===== config.mk =====
export PLATFORM = sky130hd
export DESIGN_NAME = flow_alarm_totalizer_setup
export DESIGN_NICKNAME = d
export VERILOG_FILES = /design/src/common/flow_setup_pkg.sv /design/src/rtl/digit_field.sv /design/src/rtl/flow_alarm_totalizer_setup.sv
export VERILOG_INCLUDE_DIRS = /design/src /design/src/common
export SDC_FILE = /design/constraint.sdc
export NUM_CORES = 2
export LEC_CHECK = 0
export ABC_AREA = 1
export BUFFER_PORTS_ARGS = -buffer_cell sky130_fd_sc_hd__buf_2
export CELL_PAD_IN_SITES_DETAIL_PLACEMENT = 0
export CELL_PAD_IN_SITES_GLOBAL_PLACEMENT = 1
export CORE_UTILIZATION = 44
export DETAILED_ROUTE_END_ITERATION = 7
export PLACE_DENSITY = 0.87
export SYNTH_ARGS = -nofsm -noshare
export SYNTH_HDL_FRONTEND = slang
export SYNTH_SLANG_ARGS = --single-unit

===== constraint.sdc =====
create_clock -name clk -period 16.9 [get_ports clk]
set_clock_uncertainty 0.1 [all_clocks]
set_input_delay 0.845 -clock clk [delete_from_list [all_inputs] [get_ports clk]]
set_output_delay 0.845 -clock clk [all_outputs]
set_load 0.02 [all_outputs]

===== src/common/flow_setup_defs.svh =====
// Purpose: offsets, field positions, reset values and timing counts
// Assumes: 32-bit AXI4-Lite register word per offset
// Notes:   included by the setup block and its digit fields
`ifndef FLOW_SETUP_DEFS_SVH
`define FLOW_SETUP_DEFS_SVH

// register byte offsets
`define OFS_CTRL      8'h00
`define OFS_CMD       8'h04
`define OFS_READING   8'h08
`define OFS_LEVELS    8'h0c
`define OFS_TIMING    8'h10
`define OFS_STATUS    8'h14
`define OFS_TOTAL     8'h18
`define OFS_FSFLOW    8'h1c
`define OFS_STOPVOL   8'h20

// command word fields
`define CMD_KEY_LSB     0
`define CMD_SCREEN_LSB  4
`define CMD_TOT_CLEAR   8
`define CMD_VALVE_REQ   9
`define CMD_VALVE_LSB   10

// second field of paired registers
`define HI_FIELD_LSB    16

// reset values and level limit, levels in 0.1 % of full scale
`define RST_LEVEL       11'h014
`define RST_START       11'h014
`define RST_DELAY       16'h0000
`define LEVEL_MAX       11'h3e8

// digit entry: code of the decimal point symbol and the largest digit
`define POINT_CODE      4'ha
`define DIGIT_MAX       4'h9

// timing: one second of qualification and totalizing
`define SECOND_NS       1000000000
`define CLK_PERIOD_NS   100

// reading per mille times liters per minute over one second
`define VOL_DIVISOR     48'h00000000ea60

`endif


===== src/common/flow_setup_pkg.sv =====
// Purpose: shared types of the flow alarm and totalizer setup block
// Assumes: nothing beyond the defines header
// Notes:   enum encodings count up from zero in declaration order
package flow_setup_pkg;

	typedef enum logic [2:0] {
		KEY_NONE, KEY_UP, step_down_key, KEY_ENTER, KEY_ESC
	} key_t;

	typedef enum logic [3:0] {
		SCR_IDLE, SCR_FSFLOW, SCR_RELAY1, SCR_RELAY2, SCR_ALMODE,
		SCR_ALLOW, SCR_ALHIGH, SCR_ALDELAY, SCR_ALACTION,
		SCR_TOTMODE, SCR_TOTSTART, SCR_STOPVOL
	} screen_t;

	typedef enum logic [1:0] {
		shut_valve_state, purge_valve_state, regulate_valve_state
	} valve_t;

	typedef enum logic [1:0] {
		ACT_NONE, ACT_BUZZER, ACT_VALVE
	} action_t;

	typedef enum logic [1:0] {
		RLY_NONE, RLY_LOW, RLY_HIGH, RLY_TOTSTOP
	} relay_t;

	typedef enum logic [1:0] {
		ALM_DISABLED, ALM_NONE, ALM_LOW, ALM_HIGH
	} alarm_code_t;

endpackage : flow_setup_pkg


===== src/rtl/digit_field.sv =====
// Purpose: one keypad numeric entry field, digit by digit
// Assumes: step and advance inputs are one-cycle key pulses
// Notes:   digit DIGITS-1 is the leftmost, the cursor starts there
`timescale 1ns/1ps
`default_nettype none
`include "flow_setup_defs.svh"

module digit_field #(
	parameter int DIGITS = 6
) (
	input  wire logic                  clk,
	input  wire logic                  arst_n,
	input  wire logic                  stepUp,
	input  wire logic                  stepDown,
	input  wire logic                  advance,
	output logic      [4*DIGITS-1:0]   digits,
	output logic      [31:0]           wholeValue
);
	localparam int CW = (DIGITS > 1) ? $clog2(DIGITS) : 1;

	logic [CW-1:0]     cursor;
	logic [DIGITS-1:0] pointAt;
	logic              pointElsewhere;
	logic [3:0]        cur;
	logic [3:0]        next_cur;

	// flag every position that holds the point
	genvar gi;
	generate
		for (gi = 0; gi < DIGITS; gi++)
		begin : g_point
			assign pointAt[gi] = (digits[4*gi +: 4] == `POINT_CODE);
		end
	endgenerate

	assign cur = digits[4*cursor +: 4];
	assign pointElsewhere = |(pointAt & ~(DIGITS'(1) << cursor));

	// step the selected position, skipping the point if one exists
	always_comb
	begin
		next_cur = cur;
		if (stepUp)
		begin
			if (cur == `DIGIT_MAX)
				next_cur = pointElsewhere ? 4'h0 : `POINT_CODE;
			else if (cur == `POINT_CODE)
				next_cur = 4'h0;
			else
				next_cur = cur + 4'h1;
		end
		else if (stepDown)
		begin
			if (cur == 4'h0)
				next_cur = pointElsewhere ? `DIGIT_MAX : `POINT_CODE;
			else if (cur == `POINT_CODE)
				next_cur = `DIGIT_MAX;
			else
				next_cur = cur - 4'h1;
		end
	end

	// digits store; a second point can never be formed
	always_ff @(posedge clk or negedge arst_n)
	begin
		if (!arst_n)
			digits <= '0;
		else
			digits[4*cursor +: 4] <= next_cur;
	end

	always_ff @(posedge clk or negedge arst_n)
	begin
		if (!arst_n)
			cursor <= CW'(DIGITS - 1);
		else if (advance)
			cursor <= (cursor == '0) ? CW'(DIGITS - 1) : cursor - 1'b1;
	end

	// whole part left of the point; the fraction is dropped
	always_comb
	begin
		logic stop;
		stop = 1'b0;
		wholeValue = '0;
		for (int i = DIGITS - 1; i >= 0; i--)
		begin
			if (!stop)
			begin
				if (digits[4*i +: 4] == `POINT_CODE)
					stop = 1'b1;
				else
					wholeValue = 32'(wholeValue * 32'd10
						+ 32'(digits[4*i +: 4]));
			end
		end
	end

endmodule : digit_field
`default_nettype wire


===== src/rtl/flow_alarm_totalizer_setup.sv =====
// Purpose: setup and supervision of one flow channel: keypad entry,
//          alarm qualification, totalizer, relays, buzzer, valve
// Assumes: readings arrive over the bus in 0.1 % of full scale
// Notes:   key presses are written to the command register
`timescale 1ns/1ps
`default_nettype none
`include "flow_setup_defs.svh"

module flow_alarm_totalizer_setup
	import flow_setup_pkg::*;
#(
	parameter int SEC_CYCLES = `SECOND_NS / `CLK_PERIOD_NS,
	parameter int FS_DIGITS  = 6,
	parameter int SV_DIGITS  = 8
) (
	input  wire logic        clk,
	input  wire logic        arst_n,
	input  wire logic [7:0]  awaddr,
	input  wire logic        awvalid,
	output logic             awready,
	input  wire logic [31:0] wdata,
	input  wire logic [3:0]  wstrb,
	input  wire logic        wvalid,
	output logic             wready,
	output logic [1:0]       bresp,
	output logic             bvalid,
	input  wire logic        bready,
	input  wire logic [7:0]  araddr,
	input  wire logic        arvalid,
	output logic             arready,
	output logic [31:0]      rdata,
	output logic [1:0]       rresp,
	output logic             rvalid,
	input  wire logic        rready,
	output logic             valvePowerOn,
	output logic             valveFullOpen,
	output logic             valveRegulate,
	output logic             buzzerOn,
	output logic [1:0]       relayClosed
);
	import flow_setup_pkg::*;

	logic [7:0]   awAddr;
	logic         awHeld;
	logic [31:0]  wData;
	logic [3:0]   wStrb;
	logic         wHeld;
	logic         doWrite;
	logic [31:0]  readWord;
	logic         readHit;
	logic         keyEv;
	key_t         key;
	screen_t      screen;
	logic         totClear;
	logic         valveReq;
	valve_t       valveAsk;
	logic         alarmEn;
	logic         totEn;
	action_t      alarmAction;
	relay_t       relayAsg [2];
	logic [10:0]  reading;
	logic [10:0]  setpoint;
	logic [10:0]  lowLevel;
	logic [10:0]  highLevel;
	logic [10:0]  totStart;
	logic [15:0]  alarmDelay;
	logic [31:0]  secCnt;
	logic         tick;
	logic [15:0]  qualSec;
	logic         lowCond;
	logic         highCond;
	logic         anyCond;
	logic         alarmLive;
	logic         lowActive;
	logic         highActive;
	alarm_code_t  alarmCode;
	logic [47:0]  total;
	logic         totStop;
	valve_t       valveMode;
	logic         shutLatch;
	logic [4*FS_DIGITS-1:0] fsDigits;
	logic [4*SV_DIGITS-1:0] svDigits;
	logic [31:0]  fsWhole;
	logic [31:0]  svWhole;

	// write address channel, taken independently of the data
	always_ff @(posedge clk or negedge arst_n)
	begin
		if (!arst_n)
		begin
			awready <= 1'b0;
			awHeld  <= 1'b0;
			awAddr  <= 8'h00;
		end
		else if (awready && awvalid)
		begin
			awAddr  <= awaddr;
			awHeld  <= 1'b1;
			awready <= 1'b0;
		end
		else if (doWrite)
			awHeld <= 1'b0;
		else if (!awHeld && !bvalid)
			awready <= 1'b1;
	end

	// write data channel
	always_ff @(posedge clk or negedge arst_n)
	begin
		if (!arst_n)
		begin
			wready <= 1'b0;
			wHeld  <= 1'b0;
			wData  <= 32'h00000000;
			wStrb  <= 4'h0;
		end
		else if (wready && wvalid)
		begin
			wData  <= wdata;
			wStrb  <= wstrb;
			wHeld  <= 1'b1;
			wready <= 1'b0;
		end
		else if (doWrite)
			wHeld <= 1'b0;
		else if (!wHeld && !bvalid)
			wready <= 1'b1;
	end

	assign doWrite = awHeld && wHeld && !bvalid;

	// write response; unmapped offsets answer slave error
	always_ff @(posedge clk or negedge arst_n)
	begin
		if (!arst_n)
		begin
			bvalid <= 1'b0;
			bresp  <= 2'b00;
		end
		else if (doWrite)
		begin
			bvalid <= 1'b1;
			bresp  <= (awAddr > `OFS_STOPVOL || awAddr[1:0] != 2'b00)
				? 2'b10 : 2'b00;
		end
		else if (bvalid && bready)
			bvalid <= 1'b0;
	end

	// command word decode: keys need the low two byte lanes
	assign keyEv    = doWrite && awAddr == `OFS_CMD && (&wStrb[1:0])
		&& key != KEY_NONE;
	assign key      = key_t'(wData[`CMD_KEY_LSB +: 3]);
	assign screen   = screen_t'(wData[`CMD_SCREEN_LSB +: 4]);
	assign totClear = doWrite && awAddr == `OFS_CMD && wStrb[1]
		&& wData[`CMD_TOT_CLEAR];
	assign valveReq = doWrite && awAddr == `OFS_CMD && wStrb[1]
		&& wData[`CMD_VALVE_REQ];
	assign valveAsk = valve_t'(wData[`CMD_VALVE_LSB +: 2]);

	// mode and action settings, from keys or a direct write
	always_ff @(posedge clk or negedge arst_n)
	begin
		if (!arst_n)
		begin
			alarmEn     <= 1'b0;
			totEn       <= 1'b0;
			alarmAction <= ACT_NONE;
			relayAsg[0] <= RLY_NONE;
			relayAsg[1] <= RLY_NONE;
		end
		else if (doWrite && awAddr == `OFS_CTRL && wStrb[0])
		begin
			alarmEn     <= wData[0];
			totEn       <= wData[1];
			alarmAction <= action_t'(wData[3:2]);
			relayAsg[0] <= relay_t'(wData[5:4]);
			relayAsg[1] <= relay_t'(wData[7:6]);
		end
		else if (keyEv)
		begin
			case (screen)
				SCR_ALMODE:
					alarmEn <= (key == KEY_UP) ? 1'b1
						: (key == step_down_key) ? 1'b0 : alarmEn;
				SCR_TOTMODE:
					totEn <= (key == KEY_UP) ? 1'b1
						: (key == step_down_key) ? 1'b0 : totEn;
				SCR_ALACTION:
					alarmAction <= (key == KEY_ESC) ? ACT_NONE
						: (key == KEY_UP) ? ACT_BUZZER
						: (key == step_down_key) ? ACT_VALVE
						: alarmAction;
				SCR_RELAY1:
					relayAsg[0] <= (key == KEY_UP)
						? relay_t'(relayAsg[0] + 2'd1)
						: (key == step_down_key)
						? relay_t'(relayAsg[0] - 2'd1)
						: relayAsg[0];
				SCR_RELAY2:
					relayAsg[1] <= (key == KEY_UP)
						? relay_t'(relayAsg[1] + 2'd1)
						: (key == step_down_key)
						? relay_t'(relayAsg[1] - 2'd1)
						: relayAsg[1];
				default:
					alarmEn <= alarmEn;
			endcase
		end
	end

	// measured reading and setpoint written by the host side
	always_ff @(posedge clk or negedge arst_n)
	begin
		if (!arst_n)
		begin
			reading  <= 11'h000;
			setpoint <= 11'h000;
		end
		else if (doWrite && awAddr == `OFS_READING)
		begin
			if (&wStrb[1:0])
				reading <= wData[10:0];
			if (&wStrb[3:2])
				setpoint <= wData[`HI_FIELD_LSB +: 11];
		end
	end

	// level, start and delay steps; levels saturate at full scale
	always_ff @(posedge clk or negedge arst_n)
	begin
		if (!arst_n)
		begin
			lowLevel   <= `RST_LEVEL;
			highLevel  <= `RST_LEVEL;
			totStart   <= `RST_START;
			alarmDelay <= `RST_DELAY;
		end
		else if (keyEv)
		begin
			case (screen)
				SCR_ALLOW:
					if (key == KEY_UP && lowLevel < `LEVEL_MAX)
						lowLevel <= lowLevel + 11'd1;
					else if (key == step_down_key && lowLevel != '0)
						lowLevel <= lowLevel - 11'd1;
				SCR_ALHIGH:
					if (key == KEY_UP && highLevel < `LEVEL_MAX)
						highLevel <= highLevel + 11'd1;
					else if (key == step_down_key && highLevel != '0)
						highLevel <= highLevel - 11'd1;
				SCR_TOTSTART:
					if (key == KEY_UP && totStart < `LEVEL_MAX)
						totStart <= totStart + 11'd1;
					else if (key == step_down_key && totStart != '0)
						totStart <= totStart - 11'd1;
				SCR_ALDELAY:
					if (key == KEY_UP && alarmDelay != '1)
						alarmDelay <= alarmDelay + 16'd1;
					else if (key == step_down_key && alarmDelay != '0)
						alarmDelay <= alarmDelay - 16'd1;
				default:
					lowLevel <= lowLevel;
			endcase
		end
	end

	// full-scale flow and stop volume digit fields
	digit_field #(.DIGITS(FS_DIGITS)) u_fs_field (
		.clk        (clk),
		.arst_n     (arst_n),
		.stepUp     (keyEv && screen == SCR_FSFLOW && key == KEY_UP),
		.stepDown   (keyEv && screen == SCR_FSFLOW
			&& key == step_down_key),
		.advance    (keyEv && screen == SCR_FSFLOW && key == KEY_ENTER),
		.digits     (fsDigits),
		.wholeValue (fsWhole)
	);

	digit_field #(.DIGITS(SV_DIGITS)) u_sv_field (
		.clk        (clk),
		.arst_n     (arst_n),
		.stepUp     (keyEv && screen == SCR_STOPVOL && key == KEY_UP),
		.stepDown   (keyEv && screen == SCR_STOPVOL
			&& key == step_down_key),
		.advance    (keyEv && screen == SCR_STOPVOL && key == KEY_ENTER),
		.digits     (svDigits),
		.wholeValue (svWhole)
	);

	// one-second tick shared by qualification and totalizing
	always_ff @(posedge clk or negedge arst_n)
	begin
		if (!arst_n)
			secCnt <= 32'h00000000;
		else if (secCnt == 32'(SEC_CYCLES - 1))
			secCnt <= 32'h00000000;
		else
			secCnt <= secCnt + 32'd1;
	end

	assign tick = (secCnt == 32'(SEC_CYCLES - 1));

	assign lowCond  = alarmEn && setpoint >= reading
		&& (setpoint - reading) >= lowLevel;
	assign highCond = alarmEn && reading >= setpoint
		&& (reading - setpoint) >= highLevel;
	assign anyCond  = lowCond || highCond;

	always_ff @(posedge clk or negedge arst_n)
	begin
		if (!arst_n)
			qualSec <= 16'h0000;
		else if (!anyCond)
			qualSec <= 16'h0000;
		else if (tick && qualSec != '1)
			qualSec <= qualSec + 16'd1;
	end

	assign alarmLive = anyCond && qualSec >= alarmDelay;

	always_ff @(posedge clk or negedge arst_n)
	begin
		if (!arst_n)
		begin
			lowActive  <= 1'b0;
			highActive <= 1'b0;
			alarmCode  <= ALM_DISABLED;
		end
		else
		begin
			lowActive  <= alarmLive && lowCond;
			highActive <= alarmLive && highCond;
			alarmCode  <= !alarmEn ? ALM_DISABLED
				: (alarmLive && highCond) ? ALM_HIGH
				: (alarmLive && lowCond) ? ALM_LOW : ALM_NONE;
		end
	end

	always_ff @(posedge clk or negedge arst_n)
	begin
		if (!arst_n)
			total <= 48'h000000000000;
		else if (totClear)
			total <= 48'h000000000000;
		else if (totEn && tick && reading >= totStart)
			total <= total + 48'(reading) * 48'(fsWhole);
	end

	// stop volume reached; total is kept in 1/60000 liter
	always_ff @(posedge clk or negedge arst_n)
	begin
		if (!arst_n)
			totStop <= 1'b0;
		else
			totStop <= totEn && total >= 48'(svWhole) * `VOL_DIVISOR;
	end

	// buzzer: a new alarm wins over a silencing key in one cycle
	always_ff @(posedge clk or negedge arst_n)
	begin
		if (!arst_n)
			buzzerOn <= 1'b0;
		else if (alarmLive && alarmAction == ACT_BUZZER)
			buzzerOn <= 1'b1;
		else if (keyEv && (!anyCond || !alarmEn))
			buzzerOn <= 1'b0;
	end

	// valve mode; the latch remembers an alarm shutoff
	always_ff @(posedge clk or negedge arst_n)
	begin
		if (!arst_n)
		begin
			valveMode <= shut_valve_state;
			shutLatch <= 1'b0;
		end
		else if (alarmLive && alarmAction == ACT_VALVE)
		begin
			valveMode <= shut_valve_state;
			shutLatch <= 1'b1;
		end
		else if (valveReq)
		begin
			if (valveAsk == regulate_valve_state)
			begin
				if (!shutLatch || !anyCond)
				begin
					valveMode <= regulate_valve_state;
					shutLatch <= 1'b0;
				end
			end
			else if (valveAsk == shut_valve_state)
				valveMode <= shut_valve_state;
			else if (valveAsk == purge_valve_state && !shutLatch)
				valveMode <= purge_valve_state;
		end
	end

	always_ff @(posedge clk or negedge arst_n)
	begin
		if (!arst_n)
		begin
			valvePowerOn  <= 1'b0;
			valveFullOpen <= 1'b0;
			valveRegulate <= 1'b0;
		end
		else
		begin
			valvePowerOn  <= valveMode != shut_valve_state;
			valveFullOpen <= valveMode == purge_valve_state;
			valveRegulate <= valveMode == regulate_valve_state;
		end
	end

	genvar ri;
	generate
		for (ri = 0; ri < 2; ri++)
		begin : g_relay
			always_ff @(posedge clk or negedge arst_n)
			begin
				if (!arst_n)
					relayClosed[ri] <= 1'b0;
				else
					case (relayAsg[ri])
						RLY_LOW:     relayClosed[ri] <= lowActive;
						RLY_HIGH:    relayClosed[ri] <= highActive;
						RLY_TOTSTOP: relayClosed[ri] <= totStop;
						default:     relayClosed[ri] <= 1'b0;
					endcase
			end
		end
	endgenerate

	// read mux; the command register reads as zero
	always_comb
	begin
		readWord = 32'h00000000;
		readHit  = 1'b1;
		case (araddr)
			`OFS_CTRL:    readWord = {24'h0, relayAsg[1], relayAsg[0],
				alarmAction, totEn, alarmEn};
			`OFS_CMD:     readWord = 32'h00000000;
			`OFS_READING: readWord = {5'h0, setpoint, 5'h0, reading};
			`OFS_LEVELS:  readWord = {5'h0, highLevel, 5'h0, lowLevel};
			`OFS_TIMING:  readWord = {5'h0, totStart, alarmDelay};
			`OFS_STATUS:  readWord = {23'h0, shutLatch, relayClosed,
				valveMode, buzzerOn, totStop, alarmCode};
			`OFS_TOTAL:   readWord = total[31:0];
			`OFS_FSFLOW:  readWord = 32'(fsDigits);
			`OFS_STOPVOL: readWord = 32'(svDigits);
			default:      readHit  = 1'b0;
		endcase
	end

	// read channel: one cycle from address to data
	always_ff @(posedge clk or negedge arst_n)
	begin
		if (!arst_n)
		begin
			arready <= 1'b0;
			rvalid  <= 1'b0;
			rdata   <= 32'h00000000;
			rresp   <= 2'b00;
		end
		else if (arready && arvalid)
		begin
			arready <= 1'b0;
			rvalid  <= 1'b1;
			rdata   <= readWord;
			rresp   <= readHit ? 2'b00 : 2'b10;
		end
		else if (rvalid && rready)
			rvalid <= 1'b0;
		else if (!rvalid)
			arready <= 1'b1;
	end

endmodule : flow_alarm_totalizer_setup
`default_nettype wire


==> metrics.txt <==
status finished with violations; failing checks negative setup slack; CP Capture Type register; port bufs 94; first-pass GRT wire length between 300000 and 400000 µm; post-route ant nets 0; Final Cycle Share 1.08; synthesized-area fraction occupied by and/or/nand/nor cells 0.247; Synth area leaders ha_1 (16%), fa_1 (16%), dfrtp_1 (14%); crit path from u_sv_field.digits[28]$_DFFE_PN0P_; Avg WL per Cell 17.2 µm; Critical path buffers and inverters 18; Post-synth EDFFs 0; Fin Hold WS 0.0118 ns; minimum clock period 18.29 ns; FF+latch count, synth 327; vias in the first global route 57800; Layout area overhead 22.9%; IO Pins approximately 110; Post-Syn Instances ~8000; cell at the slowest stage of the critical path fa_1; Worst Hold Class primary input to async pin; DRC viols 0; area leader, netlist ha_1; Syn Area/Cell 7.10 µm²; largest net degree at the start of global routing 77; Via density 5.27; die height 365 µm; final net count 10500; Critical Path Fanout Max 5; CTS max path bufs 3; TritonCTS Buffers 39; dpl hpwl 160000 µm; synth unique cells 82; initial antenna violation count 3; Root Driver clkbuf_16; Crit path max-delay family adder cells; setup tns final -1.39 ns; Post-Synth Adder-Cell Area 0.317; FMAX 0.0547 GHz; GRT Residual Overflow 0; CTS Hold Bufs 0; top cell type's share of synthesized area 0.162; Power per Cell Area 181 nW/µm²; WS Path Type register to register; Final GP Congestion just under 1; GR Util All Layers 0.284; Worst-Skew Late Latency between 0.6 and 0.7 ns; Post-Route Utilization 0.544; Die Area approximately 130000 µm²; starting DRC count in detailed routing roughly 4000; Fin. Hold Viols 0; largest family of logic cells by synthesized area adder cells; asr flop ratio synth 1.00; ratio of cells with drive above 1 in the final layout 0.198; CTS tree done; # H-tree levels 2; worst relative slew slack 0.156; Filler Cells Inserted about 13000; Rows 133; Detailed Routing Iterations Pass 1 8; Yosys warnings 0; fin. max-slew vios 0; die width 365 µm; Mapped Area approximately 58000 µm²; R2R Path Start u_sv_field.digits[28]$_DFFE_PN0P_; Initial Util 0.443; Crit path top cell by count nand2_1; RSZ-0062 raised after global routing yes; Core Region 131000 µm²; register area share after synthesis 0.141; mux cell area share after synthesis 0.00303; detailed-route via count 57900; startpoint types register; Placement Setup Slack -1.94 ns; Compound-Gate Fraction of Synth Area 0.136; CTS clk-pin slew, worst paths 0.06 ns; Peak VDD IR 918 µV; max-cap viol count 0; main flop type after synthesis dfrtp_1; xor/xnor share of the synthesized area 0.0449; arrival time at the worst endpoint approximately 19 ns; Lkg Pwr 36.5 nW; final WL ~190000 µm; WP data required 17.29 ns; final worst-path setup slack -1.39 ns; Slew @ Worst Pin 1.25 ns; final setup violation count 1; CTS Sinks between 300 and 400; Crit path largest cell delay 0.54 ns
==> cell usage in the layout (no fill, tap or decap), types with 66 or more instances in the layout <==
cell,synthesis,layout
nand2_2,30,74
nor3_1,101,89
dfrtp_1,316,316
buf_2,28,93
o21ai_1,61,66
xnor2_1,86,78
xor2_1,184,160
nor2_1,699,644
a21oi_1,569,520
nand4_1,155,155
inv_1,1478,1457
o22ai_1,88,86
nand3_1,356,339
buf_4,4,984
o21ai_0,411,389
fa_1,452,450
inv_2,66,84
nor2_2,37,82
ha_1,752,658
ha_4,0,85
nand2_1,1698,1651
==> cell type report <==
class                           instances  area, µm²  area share
Multi-Input combinational cell       6202      46000       0.644
Sequential cell                       327       8200       0.115
Timing Repair Buffer                 1079       7890       0.110
Inverter                             1556       5850      0.0819
Tap cell                             1755       2200      0.0307
Clock buffer                           52       1100      0.0155
Clock inverter                         19        226     0.00317
Antenna cell                            2       5.00   0.0000700
==> final timing paths <==
path / end / slack, ns / depth (start not counted)
worst min-delay path: awAddr[1]$_DFFE_PN0P_ / 0.01 / 1
worst min register to register: secCnt[0]$_DFF_PN0_ / 0.37 / 1
min in group clk: bvalid$_DFFE_PN0P_ / 0.30 / 2
worst max-delay path: totStop$_DFF_PN0_ / -1.39 / 117
worst max register to register: totStop$_DFF_PN0_ / -1.39 / 117
max in group asynchronous: secCnt[4]$_DFF_PN0_ / 14.50 / 3
==> repair_timing <==
item,4_1_cts,5_1_grt
pin swaps,50,57
buffers inserted,28,21
gates resized for setup,73,128
gates cloned,0,0
setup endpoints to repair,1,26
==> metrics by stage <==
stage | area (µm²) | std cells | total power, mW
floorplan | 59700 | 8210 | 7.99
global placement | 68900 | 10900 | 11.5
detailed placement | 68900 | 10900 | 11.8
CTS | 70700 | 11000 | 12.8
global route | 71500 | 11000 | 14.4
finish | 71500 | 11000 | 12.9
==> kinds of logic (layout without fill, tap and decap cells) <==
kind of cell,count (synthesis),count (layout)
AND/OR/NAND/NOR,3279,3279
buffers and inverters,1681,2706
AO/OA/AOI/OAI,1397,1397
adder cells (fa/ha/maj),1204,1204
flip-flops,327,327
XOR/XNOR,285,285
multiplexers,16,16
other,2,23
==> sequential cells by signal, summed over array words and instances, names as in the netlist, 16 cells and up <==
register,cells
alarmDelay,16
qualSec,16
rdata,32
secCnt,32
total,48
u_fs_field.digits,24
u_sv_field.digits,32
wData,23
==> power breakdown <==
group / leakage, nW / total (mW) / internal, mW / switching (mW)
logic: 31.6 / 11.1 / 5.30 / 5.76
clock network: 0.652 / 0.901 / 0.513 / 0.388
registers: 4.24 / 0.951 / 0.869 / 0.0822
total: 36.5 / 12.9 / 6.68 / 6.23
==> routing by layer <==
layer / share of wire / GRT usage / vias up
li1: - / - / 28600
met2: 0.46 / 0.474 / 1513
met1: 0.44 / 0.371 / 27500
met5: 0.00014 / 0.00290 / -
met3: 0.059 / 0.0379 / 317
met4: 0.043 / 0.107 / 4
==> cell usage after synthesis (26+ instances only) <==
library cell  count
a21o_1           30
a21oi_1         569
a31oi_1          26
buf_2            28
clkbuf_1         86
dfrtp_1         316
fa_1            452
ha_1            752
inv_1          1478
inv_2            66
nand2_1        1698
nand2_2          30
nand3_1         356
nand4_1         155
nor2_1          699
nor2_2           37
nor3_1          101
nor4_1           60
o21ai_0         411
o21ai_1          61
o221ai_1         26
o22ai_1          88
xnor2_1          86
xor2_1          184
(Power assumes the default switching activity.)
